===== src/rtl/wsv_pkg.sv =====
/*
 * wsv_pkg: constants, tables and types for the pin-selected watchdog supervisor.
 * Assumes a 100 MHz CLK; all periods are counted in 1 us ticks of an internal time base.
 */
package wsv_pkg;

    localparam int CNT_W = 28;
    localparam int CLK_PERIOD_NS = 10;
    localparam int TICK_NS = 1000;
    localparam int TICK_CYCLES = TICK_NS / CLK_PERIOD_NS;

    // all table values are the minimum of each printed range, so no fault fires early
    localparam logic [CNT_W-1:0] T_SETUP_US = 28'h0000064;
    localparam logic [CNT_W-1:0] T_PULSE_OD_US = 28'h00186A0;
    localparam logic [CNT_W-1:0] T_PULSE_PP_US = 28'h00003E8;
    localparam logic [CNT_W-1:0] T_30US = 28'h000001E;
    localparam logic [CNT_W-1:0] T_200US = 28'h00000C8;
    localparam logic [CNT_W-1:0] T_1MS = 28'h00003E8;
    localparam logic [CNT_W-1:0] T_3MS = 28'h0000BB8;
    localparam logic [CNT_W-1:0] T_10MS = 28'h0002710;
    localparam logic [CNT_W-1:0] T_30MS = 28'h0007530;
    localparam logic [CNT_W-1:0] T_100MS = 28'h00186A0;
    localparam logic [CNT_W-1:0] T_300MS = 28'h00493E0;
    localparam logic [CNT_W-1:0] T_1S = 28'h00F4240;
    localparam logic [CNT_W-1:0] T_3S = 28'h02DC6C0;
    localparam logic [CNT_W-1:0] T_10S = 28'h0989680;
    localparam logic [CNT_W-1:0] T_60S = 28'h3938700;

    localparam logic [2:0] SEL_DISABLED = 3'h3;
    localparam logic [2:0] SEL_RESET = 3'h0;

    typedef enum logic [1:0] {
        VAR_GENERAL = 2'h0,
        VAR_LONG = 2'h1,
        VAR_SHORT = 2'h2
    } wsv_variant_e;

    typedef enum logic [5:0] {
        ST_SETUP = 6'h01,
        ST_START = 6'h02,
        ST_FIRST = 6'h04,
        ST_WATCH = 6'h08,
        ST_FAULT = 6'h10,
        ST_OFF = 6'h20
    } wsv_state_e;

    typedef struct packed {
        logic high;
        logic mid;
        logic low;
    } wsv_sel_s;

endpackage


===== src/rtl/wsv_supervisor.sv =====
/*
 * wsv_supervisor: pin-selected watchdog supervisor top level.
 * Assumes synchronous pins and a 100 MHz CLK; the fault pin is resolved outside from its enable.
 */
`timescale 1ns/1ps
module wsv_supervisor import wsv_pkg::*; #(
    parameter wsv_variant_e VARIANT = VAR_GENERAL,
    parameter bit OPEN_DRAIN = 1'b1,
    parameter int TICK_CYCLES_P = TICK_CYCLES
) (
    input wire logic CLK,
    input wire logic RST_N,
    input wire logic KICK_INPUT,
    input wire logic TIMING_SELECT_LOW,
    input wire logic TIMING_SELECT_MID,
    input wire logic TIMING_SELECT_HIGH,
    output logic FAULT_PULSE_OUT_N,
    output logic FAULT_PULSE_OE_N
);

    function automatic logic is_disabled(input logic [2:0] code);
        return code == SEL_DISABLED;
    endfunction

    function automatic logic is_first_edge(input logic [2:0] code);
        logic hit;
        hit = 1'b0;
        if (VARIANT == VAR_SHORT) begin
            hit = (code == 3'h5) || (code == 3'h6);
        end
        return hit;
    endfunction

    function automatic logic [CNT_W-1:0] startup_us(input logic [2:0] code);
        logic [CNT_W-1:0] t;
        t = T_60S;
        if (VARIANT == VAR_GENERAL) begin
            unique case (code)
                3'h0: t = T_1MS;
                3'h1: t = T_10MS;
                3'h2: t = T_30MS;
                3'h4: t = T_100MS;
                3'h5: t = T_1S;
                3'h6: t = T_10S;
                default: t = T_60S;
            endcase
        end else if (VARIANT == VAR_SHORT) begin
            unique case (code)
                3'h0: t = T_3MS;
                3'h1: t = T_3S;
                3'h4: t = T_200US;
                default: t = T_60S;
            endcase
        end
        return t;
    endfunction

    function automatic logic [CNT_W-1:0] timeout_us(input logic [2:0] code);
        logic [CNT_W-1:0] t;
        t = T_60S;
        if (VARIANT == VAR_GENERAL) begin
            unique case (code)
                3'h0: t = T_1MS;
                3'h1: t = T_10MS;
                3'h2: t = T_30MS;
                3'h4: t = T_100MS;
                3'h5: t = T_1S;
                3'h6: t = T_10S;
                default: t = T_60S;
            endcase
        end else if (VARIANT == VAR_LONG) begin
            unique case (code)
                3'h0: t = T_1MS;
                3'h1: t = T_3MS;
                3'h2: t = T_10MS;
                3'h4: t = T_100MS;
                3'h5: t = T_300MS;
                3'h6: t = T_3S;
                default: t = T_60S;
            endcase
        end else begin
            unique case (code)
                3'h0: t = T_3MS;
                3'h1: t = T_3S;
                3'h2: t = T_1S;
                3'h4: t = T_30US;
                3'h5: t = T_1S;
                default: t = T_10S;
            endcase
        end
        return t;
    endfunction

    localparam logic [CNT_W-1:0] T_PULSE = OPEN_DRAIN ? T_PULSE_OD_US : T_PULSE_PP_US;

    wsv_sel_s sel_in;
    wsv_sel_s sel_r;
    wsv_sel_s sel_nxt;
    wsv_state_e st_r;
    wsv_state_e st_nxt;
    logic [CNT_W-1:0] cnt_r;
    logic [CNT_W-1:0] cnt_nxt;
    logic [CNT_W-1:0] limit;
    logic resume_r;
    logic resume_nxt;
    logic fault_r;
    logic fault_nxt;
    logic restart;
    logic tick;
    logic kick_edge;
    logic expire;
    logic changed;

    assign sel_in = '{high: TIMING_SELECT_HIGH, mid: TIMING_SELECT_MID, low: TIMING_SELECT_LOW};
    assign changed = sel_in != sel_r;

    wsv_timebase #(
        .TICK_CYCLES_P(TICK_CYCLES_P)
    ) u_timebase (
        .CLK(CLK),
        .RST_N(RST_N),
        .clear(restart),
        .tick(tick)
    );

    wsv_kick_edge u_kick (
        .CLK(CLK),
        .RST_N(RST_N),
        .kick(KICK_INPUT),
        .edge_seen(kick_edge)
    );

    // period length for the phase now running
    always_comb begin
        unique case (st_r)
            ST_SETUP: limit = T_SETUP_US;
            ST_START: limit = startup_us(sel_r);
            ST_WATCH: limit = timeout_us(sel_r);
            ST_FAULT: limit = T_PULSE;
            default: limit = T_60S;
        endcase
    end

    assign expire = tick && (cnt_r == limit - CNT_W'(1));

    always_comb begin
        st_nxt = st_r;
        resume_nxt = resume_r;
        fault_nxt = fault_r;
        sel_nxt = sel_in;
        restart = 1'b0;
        if (changed) begin
            // new setting: drop any pulse and reload from the setup interval
            st_nxt = ST_SETUP;
            resume_nxt = 1'b0;
            fault_nxt = 1'b1;
            restart = 1'b1;
        end else begin
            unique case (st_r)
                ST_SETUP: begin
                    // kicks are not looked at here at all
                    if (expire) begin
                        restart = 1'b1;
                        if (is_disabled(sel_r)) begin
                            st_nxt = ST_OFF;
                        end else if (resume_r) begin
                            st_nxt = ST_WATCH;
                        end else if (is_first_edge(sel_r)) begin
                            st_nxt = ST_FIRST;
                        end else begin
                            st_nxt = ST_START;
                        end
                    end
                end
                ST_START: begin
                    if (expire) begin
                        st_nxt = ST_WATCH;
                        restart = 1'b1;
                    end
                end
                ST_FIRST: begin
                    if (kick_edge) begin
                        st_nxt = ST_WATCH;
                        restart = 1'b1;
                    end
                end
                ST_WATCH: begin
                    // a kick in the expiry cycle still counts
                    if (kick_edge) begin
                        restart = 1'b1;
                    end else if (expire) begin
                        st_nxt = ST_FAULT;
                        fault_nxt = 1'b0;
                        restart = 1'b1;
                    end
                end
                ST_FAULT: begin
                    if (expire) begin
                        st_nxt = ST_SETUP;
                        resume_nxt = 1'b1;
                        fault_nxt = 1'b1;
                        restart = 1'b1;
                    end
                end
                ST_OFF: begin
                    fault_nxt = 1'b1;
                end
                default: begin
                    st_nxt = ST_SETUP;
                    restart = 1'b1;
                end
            endcase
        end
        if (restart) begin
            cnt_nxt = '0;
        end else if (tick) begin
            cnt_nxt = cnt_r + CNT_W'(1);
        end else begin
            cnt_nxt = cnt_r;
        end
    end

    always_ff @(posedge CLK) begin
        if (!RST_N) begin
            st_r <= ST_SETUP;
            sel_r <= SEL_RESET;
            cnt_r <= '0;
            resume_r <= 1'b0;
            fault_r <= 1'b1;
        end else begin
            st_r <= st_nxt;
            sel_r <= sel_nxt;
            cnt_r <= cnt_nxt;
            resume_r <= resume_nxt;
            fault_r <= fault_nxt;
        end
    end

    // open drain only drives while pulling low; push-pull drives always
    assign FAULT_PULSE_OUT_N = fault_r;
    assign FAULT_PULSE_OE_N = OPEN_DRAIN ? fault_r : 1'b0;

endmodule


===== src/rtl/wsv_timebase.sv =====
/*
 * wsv_timebase: divides CLK down to a one-cycle tick every TICK_CYCLES cycles.
 * Assumes the caller pulses clear whenever a new period begins.
 */
`timescale 1ns/1ps
module wsv_timebase import wsv_pkg::*; #(
    parameter int TICK_CYCLES_P = TICK_CYCLES
) (
    input wire logic CLK,
    input wire logic RST_N,
    input wire logic clear,
    output logic tick
);
    localparam int PW = $clog2(TICK_CYCLES_P + 1);
    localparam logic [PW-1:0] LAST = PW'(TICK_CYCLES_P - 1);

    logic [PW-1:0] pre_r;
    logic [PW-1:0] pre_nxt;

    // clearing on period start keeps every period at least its full length
    always_comb begin
        if (clear || pre_r == LAST) begin
            pre_nxt = '0;
        end else begin
            pre_nxt = pre_r + PW'(1);
        end
    end

    always_ff @(posedge CLK) begin
        if (!RST_N) begin
            pre_r <= '0;
        end else begin
            pre_r <= pre_nxt;
        end
    end

    // tick must not look at clear: clear is built from tick upstream, a loop otherwise;
    // the caller lets its own restart win over a tick in the same cycle
    assign tick = pre_r == LAST;
endmodule


===== src/rtl/wsv_kick_edge.sv =====
/*
 * wsv_kick_edge: registers the kick input and flags each level transition.
 * Assumes the kick input is synchronous to CLK.
 */
`timescale 1ns/1ps
module wsv_kick_edge (
    input wire logic CLK,
    input wire logic RST_N,
    input wire logic kick,
    output logic edge_seen
);
    logic kick_r;
    logic prev_r;
    logic kick_nxt;
    logic prev_nxt;
    logic prime_r;
    logic prime_nxt;

    always_comb begin
        kick_nxt = kick;
        // first cycle after reset loads both stages from the pin, so no false edge
        prev_nxt = prime_r ? kick_r : kick;
        prime_nxt = 1'b1;
    end

    // prime blocks a false edge from the reset value of the history
    always_ff @(posedge CLK) begin
        if (!RST_N) begin
            kick_r <= 1'b0;
            prev_r <= 1'b0;
            prime_r <= 1'b0;
        end else begin
            kick_r <= kick_nxt;
            prev_r <= prev_nxt;
            prime_r <= prime_nxt;
        end
    end

    assign edge_seen = prime_r && (kick_r != prev_r);
endmodule


===== config.mk =====
export PLATFORM = sky130hd
export DESIGN_NAME = wsv_supervisor
export DESIGN_NICKNAME = d
export VERILOG_FILES = /design/src/rtl/wsv_pkg.sv /design/src/rtl/wsv_supervisor.sv /design/src/rtl/wsv_timebase.sv /design/src/rtl/wsv_kick_edge.sv
export SDC_FILE = /design/constraint.sdc
export NUM_CORES = 1
export LEC_CHECK = 0
export BUFFER_PORTS_ARGS = -buffer_cell sky130_fd_sc_hd__buf_2
export CAP_MARGIN = 20
export CORE_MARGIN = 5
export CORE_UTILIZATION = 62
export DETAILED_ROUTE_END_ITERATION = 16
export HOLD_SLACK_MARGIN = 0.08
export PLACE_DENSITY = 0.79
export SLEW_MARGIN = 20
export SYNTH_ARGS = -nofsm -noshare
export SYNTH_HDL_FRONTEND = slang
export SYNTH_SLANG_ARGS = --single-unit
export TNS_END_PERCENT = 10

===== constraint.sdc =====
create_clock -name CLK -period 6.1 [get_ports CLK]
set_clock_uncertainty 0.2 [all_clocks]
set_input_delay 0.305 -clock CLK [delete_from_list [all_inputs] [get_ports CLK]]
set_output_delay 0.305 -clock CLK [all_outputs]
set_load 0.01 [all_outputs]

Word level (Yosys, flattened, before mapping) --
Index checks and enable logic that the tools add are counted. Widths: inputs -> output; s select.
Operators by class: reductions and logical operators 13, $add $sub $neg 3, bitwise gates (word level) 2, eq/ne operators 22, multiplexer cells 22
Operators with widths (count):
- $pmux 26 s6 | 1
- $pmux 26 s3 | 1
- $mux 6 | 7
- $pmux 6 s6 | 1
- $add 28x1->28 const B | 1
- $eq 28x28->1 | 1
- $sub 28x1->28 const B | 1
- $ne 2x2->1 const B | 6
- $eq 3x3->1 const B | 3
- $mux 1 | 9
- $reduce_or 2->1 | 4
- $add 7x1->7 const B | 1
- $eq 7x7->1 const B | 1
- $reduce_and 7->1 | 1
- $eq 3x2->1 const B | 2
- $eq 6x1->1 const B | 1
- $eq 6x2->1 const B | 1
- $eq 6x3->1 const B | 1
- $eq 6x4->1 const B | 1
- $eq 6x5->1 const B | 1
- $eq 6x6->1 const B | 1
- $mux 4 | 1
- $pmux 1 s4 | 1
- $reduce_and 4->1 | 1
- other kinds (11) | 13
Word-level totals: register bits 49, input bits 6, output and inout bits 2, word-level logic and storage cells 73

Logic depth before layout (Yosys ltp) --
depth after elaboration 12, depth in mapped cells 15, gate-level depth less buffers 12

Hierarchy --
From an unflattened synthesis, not the netlist that was laid out.
Second synthesis, totals: cell total of the unflattened synthesis 392, area, all modules 3161.8 um^2
By module, submodules not included:
- wsv_supervisor | area an instance 2748.9 um^2, times used 1, sequential area each 760.7 um^2, cells each 350
- wsv_timebase | area an instance 315.3 um^2, times used 1, sequential area each 140.1 um^2, cells each 34
- wsv_kick_edge | area an instance 97.6 um^2, times used 1, sequential area each 60.1 um^2, cells each 8

Least setup slack after synthesis --
No wires, ideal clock.
path type reg-to-reg, start point reg st_r[5], end point reg u_timebase.pre_r[0], library setup time 133 ps, setup slack 2561 ps, arrival time 3207 ps, data required time 5767 ps, path buffers 2, period minus slack after synthesis 3539 ps, stages on the path, launching flop included 15, cell sequence dfxtp_1 buf_2 or3_4 nor3_1 nand2_1 ha_1 xor2_1 mux2_2 a2111o_1 a2111oi_0 and4_1 nand3_2 o21ai_4 buf_6 nor3_1
On the way: word-level cells in the longest chain between the ends 12, elaborated cells between the ends (all ways) 18, those cells by class 1 x add/sub; 7 x eq/ne; 5 x mux; 5 x reduce/logical
Ends and longest elaborated chain:
- start, declared | RTL line wsv_supervisor.sv:99 | wsv_state_e st_r;
- start signal, assigned | RTL line wsv_supervisor.sv:231 | st_r <= st_nxt;
- $eq 6x4->1 / $eq 6x2->1 (equally long branches) | RTL line wsv_supervisor.sv:135, wsv_supervisor.sv:159
- $reduce_or 2->1 (no line)
- $pmux 26 s3 | RTL line wsv_supervisor.sv:135 | unique case (st_r)
- $sub 28x1->28 | RTL line wsv_supervisor.sv:144 | assign expire = tick && (cnt_r == limit - CNT_W'(1));
- $eq 28x28->1 | RTL line wsv_supervisor.sv:144
- $logic_and 1x1->1 | RTL line wsv_supervisor.sv:144
- $mux 1
- $mux 1 | RTL line wsv_supervisor.sv:189 | if (kick_edge) begin
- $pmux 1 s4 * | RTL line wsv_supervisor.sv:159 | unique case (st_r)
- $mux 1 * | RTL line wsv_supervisor.sv:152 | if (changed) begin
- $logic_or 1x1->1 * | RTL line wsv_timebase.sv:22 | if (clear || pre_r == LAST) begin
- $reduce_or 2->1 (no line) *
- end signal, assigned | RTL line wsv_timebase.sv:33 | pre_r <= pre_nxt;
- end, declared | RTL line wsv_timebase.sv:17 | logic [PW-1:0] pre_r;
Every way passes the cells marked *; elsewhere a longest branch is shown, timed or not. A chain may end at the register's enable or synchronous reset.

Worst setup path in the final report --
start point reg st_r[1], end point reg cnt_r[11]
On the way: word-level cells in the longest chain between the ends 11, elaborated cells between the ends (all ways) 17, those cells by class 1 x add/sub; 7 x eq/ne; 5 x mux; 4 x reduce/logical
Ends and longest elaborated chain:
- $eq 6x4->1 / $eq 6x2->1 (equally long branches) | RTL line wsv_supervisor.sv:135, wsv_supervisor.sv:159
- $reduce_or 2->1 (no line)
- $pmux 26 s3 | RTL line wsv_supervisor.sv:135
- $sub 28x1->28 | RTL line wsv_supervisor.sv:144
- $eq 28x28->1 | RTL line wsv_supervisor.sv:144
- $logic_and 1x1->1 | RTL line wsv_supervisor.sv:144
- $mux 1
- $mux 1 | RTL line wsv_supervisor.sv:189
- $pmux 1 s4 * | RTL line wsv_supervisor.sv:159
- $mux 1 * | RTL line wsv_supervisor.sv:152
- $reduce_or 2->1 (no line) *
- end signal, assigned | RTL line wsv_supervisor.sv:233 | cnt_r <= cnt_nxt;
- end, declared | RTL line wsv_supervisor.sv:101 | logic [CNT_W-1:0] cnt_r;
Marks and branches as above.

==> results by group <==
STA
  • Worst slew margin relative to its limit: 40.8%
  • Count of endpoints failing setup in the final report: 0
  • Fin Setup TNS: 0 ps
  • Setup repair after global routing missed its margin: false
  • Final min period: 4370 ps
  • Number of hold violations in the final report: 0
  • Maximum clock frequency: 0.229 GHz
  • Final worst path period share: 71.7%
  • Least-Margin Pin Slew: 885 ps
  • Slew Viols, Final: 0

Clock network
  • Number of buffers created by CTS: 5
  • CTS Root Cell: clkbuf_8
  • Clock transition time at the flip-flop clock pins of the worst setup and hold paths: 100 ps
  • Clock sink count: 48
  • Worst-case clock buffer depth: 2
  • Buffers inserted during post-CTS setup optimization: 0
  • H-tree depth: 2
  • Clock latency on the worst-skew pair: 310 ps
  • Count of cells resized by post-cts repair: 0
  • TritonCTS clock tree: done

Setup path
  • Worst reg2reg startpoint: st_r[1]
  • Reg2reg end: cnt_r[11]
  • Kind of critical path: flop to flop
  • Flop2flop setup slack: 1730 ps
  • Critical Path Sink Type: flop
  • Crit start category: flop
  • Data arrival time of the worst path: 4340 ps
  • Endpoint required time on the critical path: 6070 ps
  • Depth of the worst register-to-register path: 12
  • Crit Path Max Fanout: 35

Global routing
  • Wire length of the first global-routing pass: 11.0 mm
  • Via count of the first global-routing pass: 2309
  • Antenna violations before repair: 0
  • Overall overflow remaining after global route: 0
  • GR Layer Usage met2: 34.3%
  • Top Usage Layer GRT: met2
  • Maximum number of pins on one net before global-route repair: 36
  • Global-route usage over all layers: 21.7%
  • Met1 routing resource usage after global routing: 29.8%
  • Met3 usage: 3.97%

Synthesis
  • Main combinational cell family by area after synthesis: simple AND/OR/NAND/NOR gates
  • Share of cell area taken by muxes after synthesis: 2.12%
  • Leading cell types by total area after synthesis: dfxtp_1, xor2_1, nor2_1, xnor2_1, nand2_1
  • Cell variety after synth: 57
  • Post-synthesis xor/xnor area fraction: 14.7%
  • Count of flip-flops with a built-in enable after synthesis: 0
  • Synthesized-area fraction occupied by ao, oa, aoi and oai cells: 12.1%
  • Share of synthesized cell area in full adder, half adder and majority cells: 1.27%
  • Post-synthesis async set-or-reset flop share: 0%
  • Cell type with the highest aggregate area in the netlist: dfxtp_1
  • Total number of yosys warnings: 0
  • Top_reg_cell synth: dfxtp_1
  • Proportion of netlist area held by the largest area contributor: 32.5%
  • Post-Syn Instances: 357
  • Net count after synthesis: 366
  • Average footprint of a synthesized cell: 8.28 µm²
  • Area share of and/or/nand/nor cells after synthesis: 32.9%
  • Cell area after technology mapping: 2960 µm²
  • Synthesis-stage register bit count: 48
  • Sequential share of the synthesized area: 32.5%

Routing
  • Initial DRT Pass Iterations: 5
  • Detail-routed net length per standard cell: 15.3 µm
  • Residual DRC count: 0
  • Number of DRC violations after detailed-routing iteration 0: 194
  • Via count: 2541
  • Number of vias per cell: 6.15
  • Total detailed-routing wirelength: 6.30 mm
  • Antenna viol nets, final: 0

Power
  • Power Density: 178 nW/µm²
  • IR drop worst, VDD: 0.172 mV
  • Leakage power figure: 0.00106 µW

Floorplan
  • Core box area: 4660 µm²
  • Starting density of the core: 63.4%
  • Vertical die dimension: 79.1 µm
  • Number of rows in the core area: 25
  • Total die area: 6250 µm²
  • Die width: 79.1 µm
  • Top Ports: 8

Worst hold path
  • Hold path start: u_timebase.pre_r[0]
  • Hold WC Path Type: flop to flop
  • Hold Path End: u_timebase.pre_r[0]
  • Worst hold stages: 1

Final layout
  • Area overhead of the layout relative to synthesis: 4.61%
  • Most common library cell in the layout ignoring fill and taps: nor2_1
  • Most used cells in the layout excluding fill and tap cells: nor2_1, dfxtp_1, xor2_1, nand2_1, nand3_1
  • Cell Count, Final, Fillers Out: 413
  • Proportion of layout cells with a drive suffix above 1: 8.08%
  • ANT cells: 0
  • Post-layout nets: 367

Run
  • Max capacitance violation total: 0

Status
  • Result of the run: completed

Placed design
  • Total of buffers placed on input and output ports: 7
  • Placer's final routability congestion estimate: 0.911
  • Placed wire-length estimate after detailed placement: 4.44 mm
  • Cell Count Post-Placement: 400
==> repair_timing <==
action,4_1_cts,5_1_grt
hold endpoints to repair,6,0
hold buffers,5,0
endpoints found under the setup margin,0,0
==> how the worst max path moves through the flow <==
stage	startpoint	slack [ps]	end
floorplan	st_r[5]	2560	u_timebase.pre_r[0]
global placement	st_r[1]	1900	cnt_r[27]
detailed placement	st_r[1]	1780	cnt_r[11]
CTS	st_r[1]	1740	cnt_r[15]
global route	st_r[1]	1330	cnt_r[2]
finish	st_r[1]	1730	cnt_r[11]
==> kinds of logic (layout without fill, tap and decap cells) <==
group,count (synthesis),in the layout
muxes,6,6
adders and majority gates,3,3
DFF,48,48
buffers and inverters,23,25
xor gates and xnor gates,47,47
and+or+nand+nor,179,179
AOI/OAI and AO/OA,51,51
==> flip-flops by register name, summed over array words and instances, names as in the netlist <==
name and count:
st_r 5, u_kick.prev_r 1, FAULT_PULSE_OE_N 1, u_kick.prime_r 1, resume_r 1, cnt_r 28, sel_r 3, u_kick.kick_r 1
u_timebase.pre_r 7
==> synthesized netlist by cell type, types with 2 or more instances <==
cell / count
o21a_1: 3
o31ai_1: 4
nor4_1: 5
nand4_1: 8
o21ai_0: 10
o211ai_1: 6
inv_1: 5
nor4_4: 3
buf_2: 6
nor3_2: 2
a2111oi_0: 2
a21oi_1: 10
buf_4: 2
mux2i_1: 4
a211o_1: 2
buf_6: 4
mux2_2: 2
and2_1: 8
o221ai_1: 2
nor3b_1: 3
and3_1: 12
ha_1: 3
clkbuf_1: 6
nand3_1: 18
dfxtp_1: 48
a21boi_0: 2
nand2_1: 29
xnor2_1: 13
nor2_1: 53
nand3b_1: 3
nor2b_1: 5
or4_1: 2
nor3_1: 14
xor2_1: 32
and4_1: 3
a21o_1: 2
==> critical path, cell delays in order (launching register included) <==
cell	delay [ps]
dfxtp_1	480
nor4_4	420
and2_1	340
inv_1	130
ha_1	250
xor2_1	160
mux2_2	270
a2111o_1	330
a2111oi_0	270
and4_1	280
nand3_2	200
o21ai_4	750
nor2_1	120
==> where the power goes <==
| group | leakage [µW] | internal, µW | total [µW] | switching [µW] |
|---|---|---|---|---|
| Clock | 0.0000516 | 92.9 | 207 | 114 |
| Sequential | 0.000388 | 316 | 322 | 5.96 |
| Combinational | 0.000624 | 10.1 | 22.0 | 11.9 |
==> final cells by class <==
type | instances | area (µm²)
multi-input cells | 286 | 1860
fillers | 395 | 1570
flip-flops and latches | 48 | 961
repair buffers | 12 | 85.1
clock buffers | 6 | 82.6
well taps | 54 | 67.6
inverters | 5 | 18.8
clock inverters | 2 | 13.8
==> layer usage <==
layer	wire, µm	vias up
met5	0	-
met4	88	0
met3	303	8
met2	2920	65
met1	2990	1209
li1	-	1259
==> metrics by stage <==
step	hold slack (ps)	total power [µW]	area [µm²]	setup slack (ps)	utilization (%)
after floorplan	133	344	2960	2560	-
after global placement	238	348	2950	1900	63.2
after detailed placement	243	348	2950	1780	63.2
after CTS	257	552	3090	1740	66.4
after global routing	323	567	3090	1330	66.4
final	253	551	3090	1730	66.4
No activity file was read; power rests on OpenSTA's default activity.
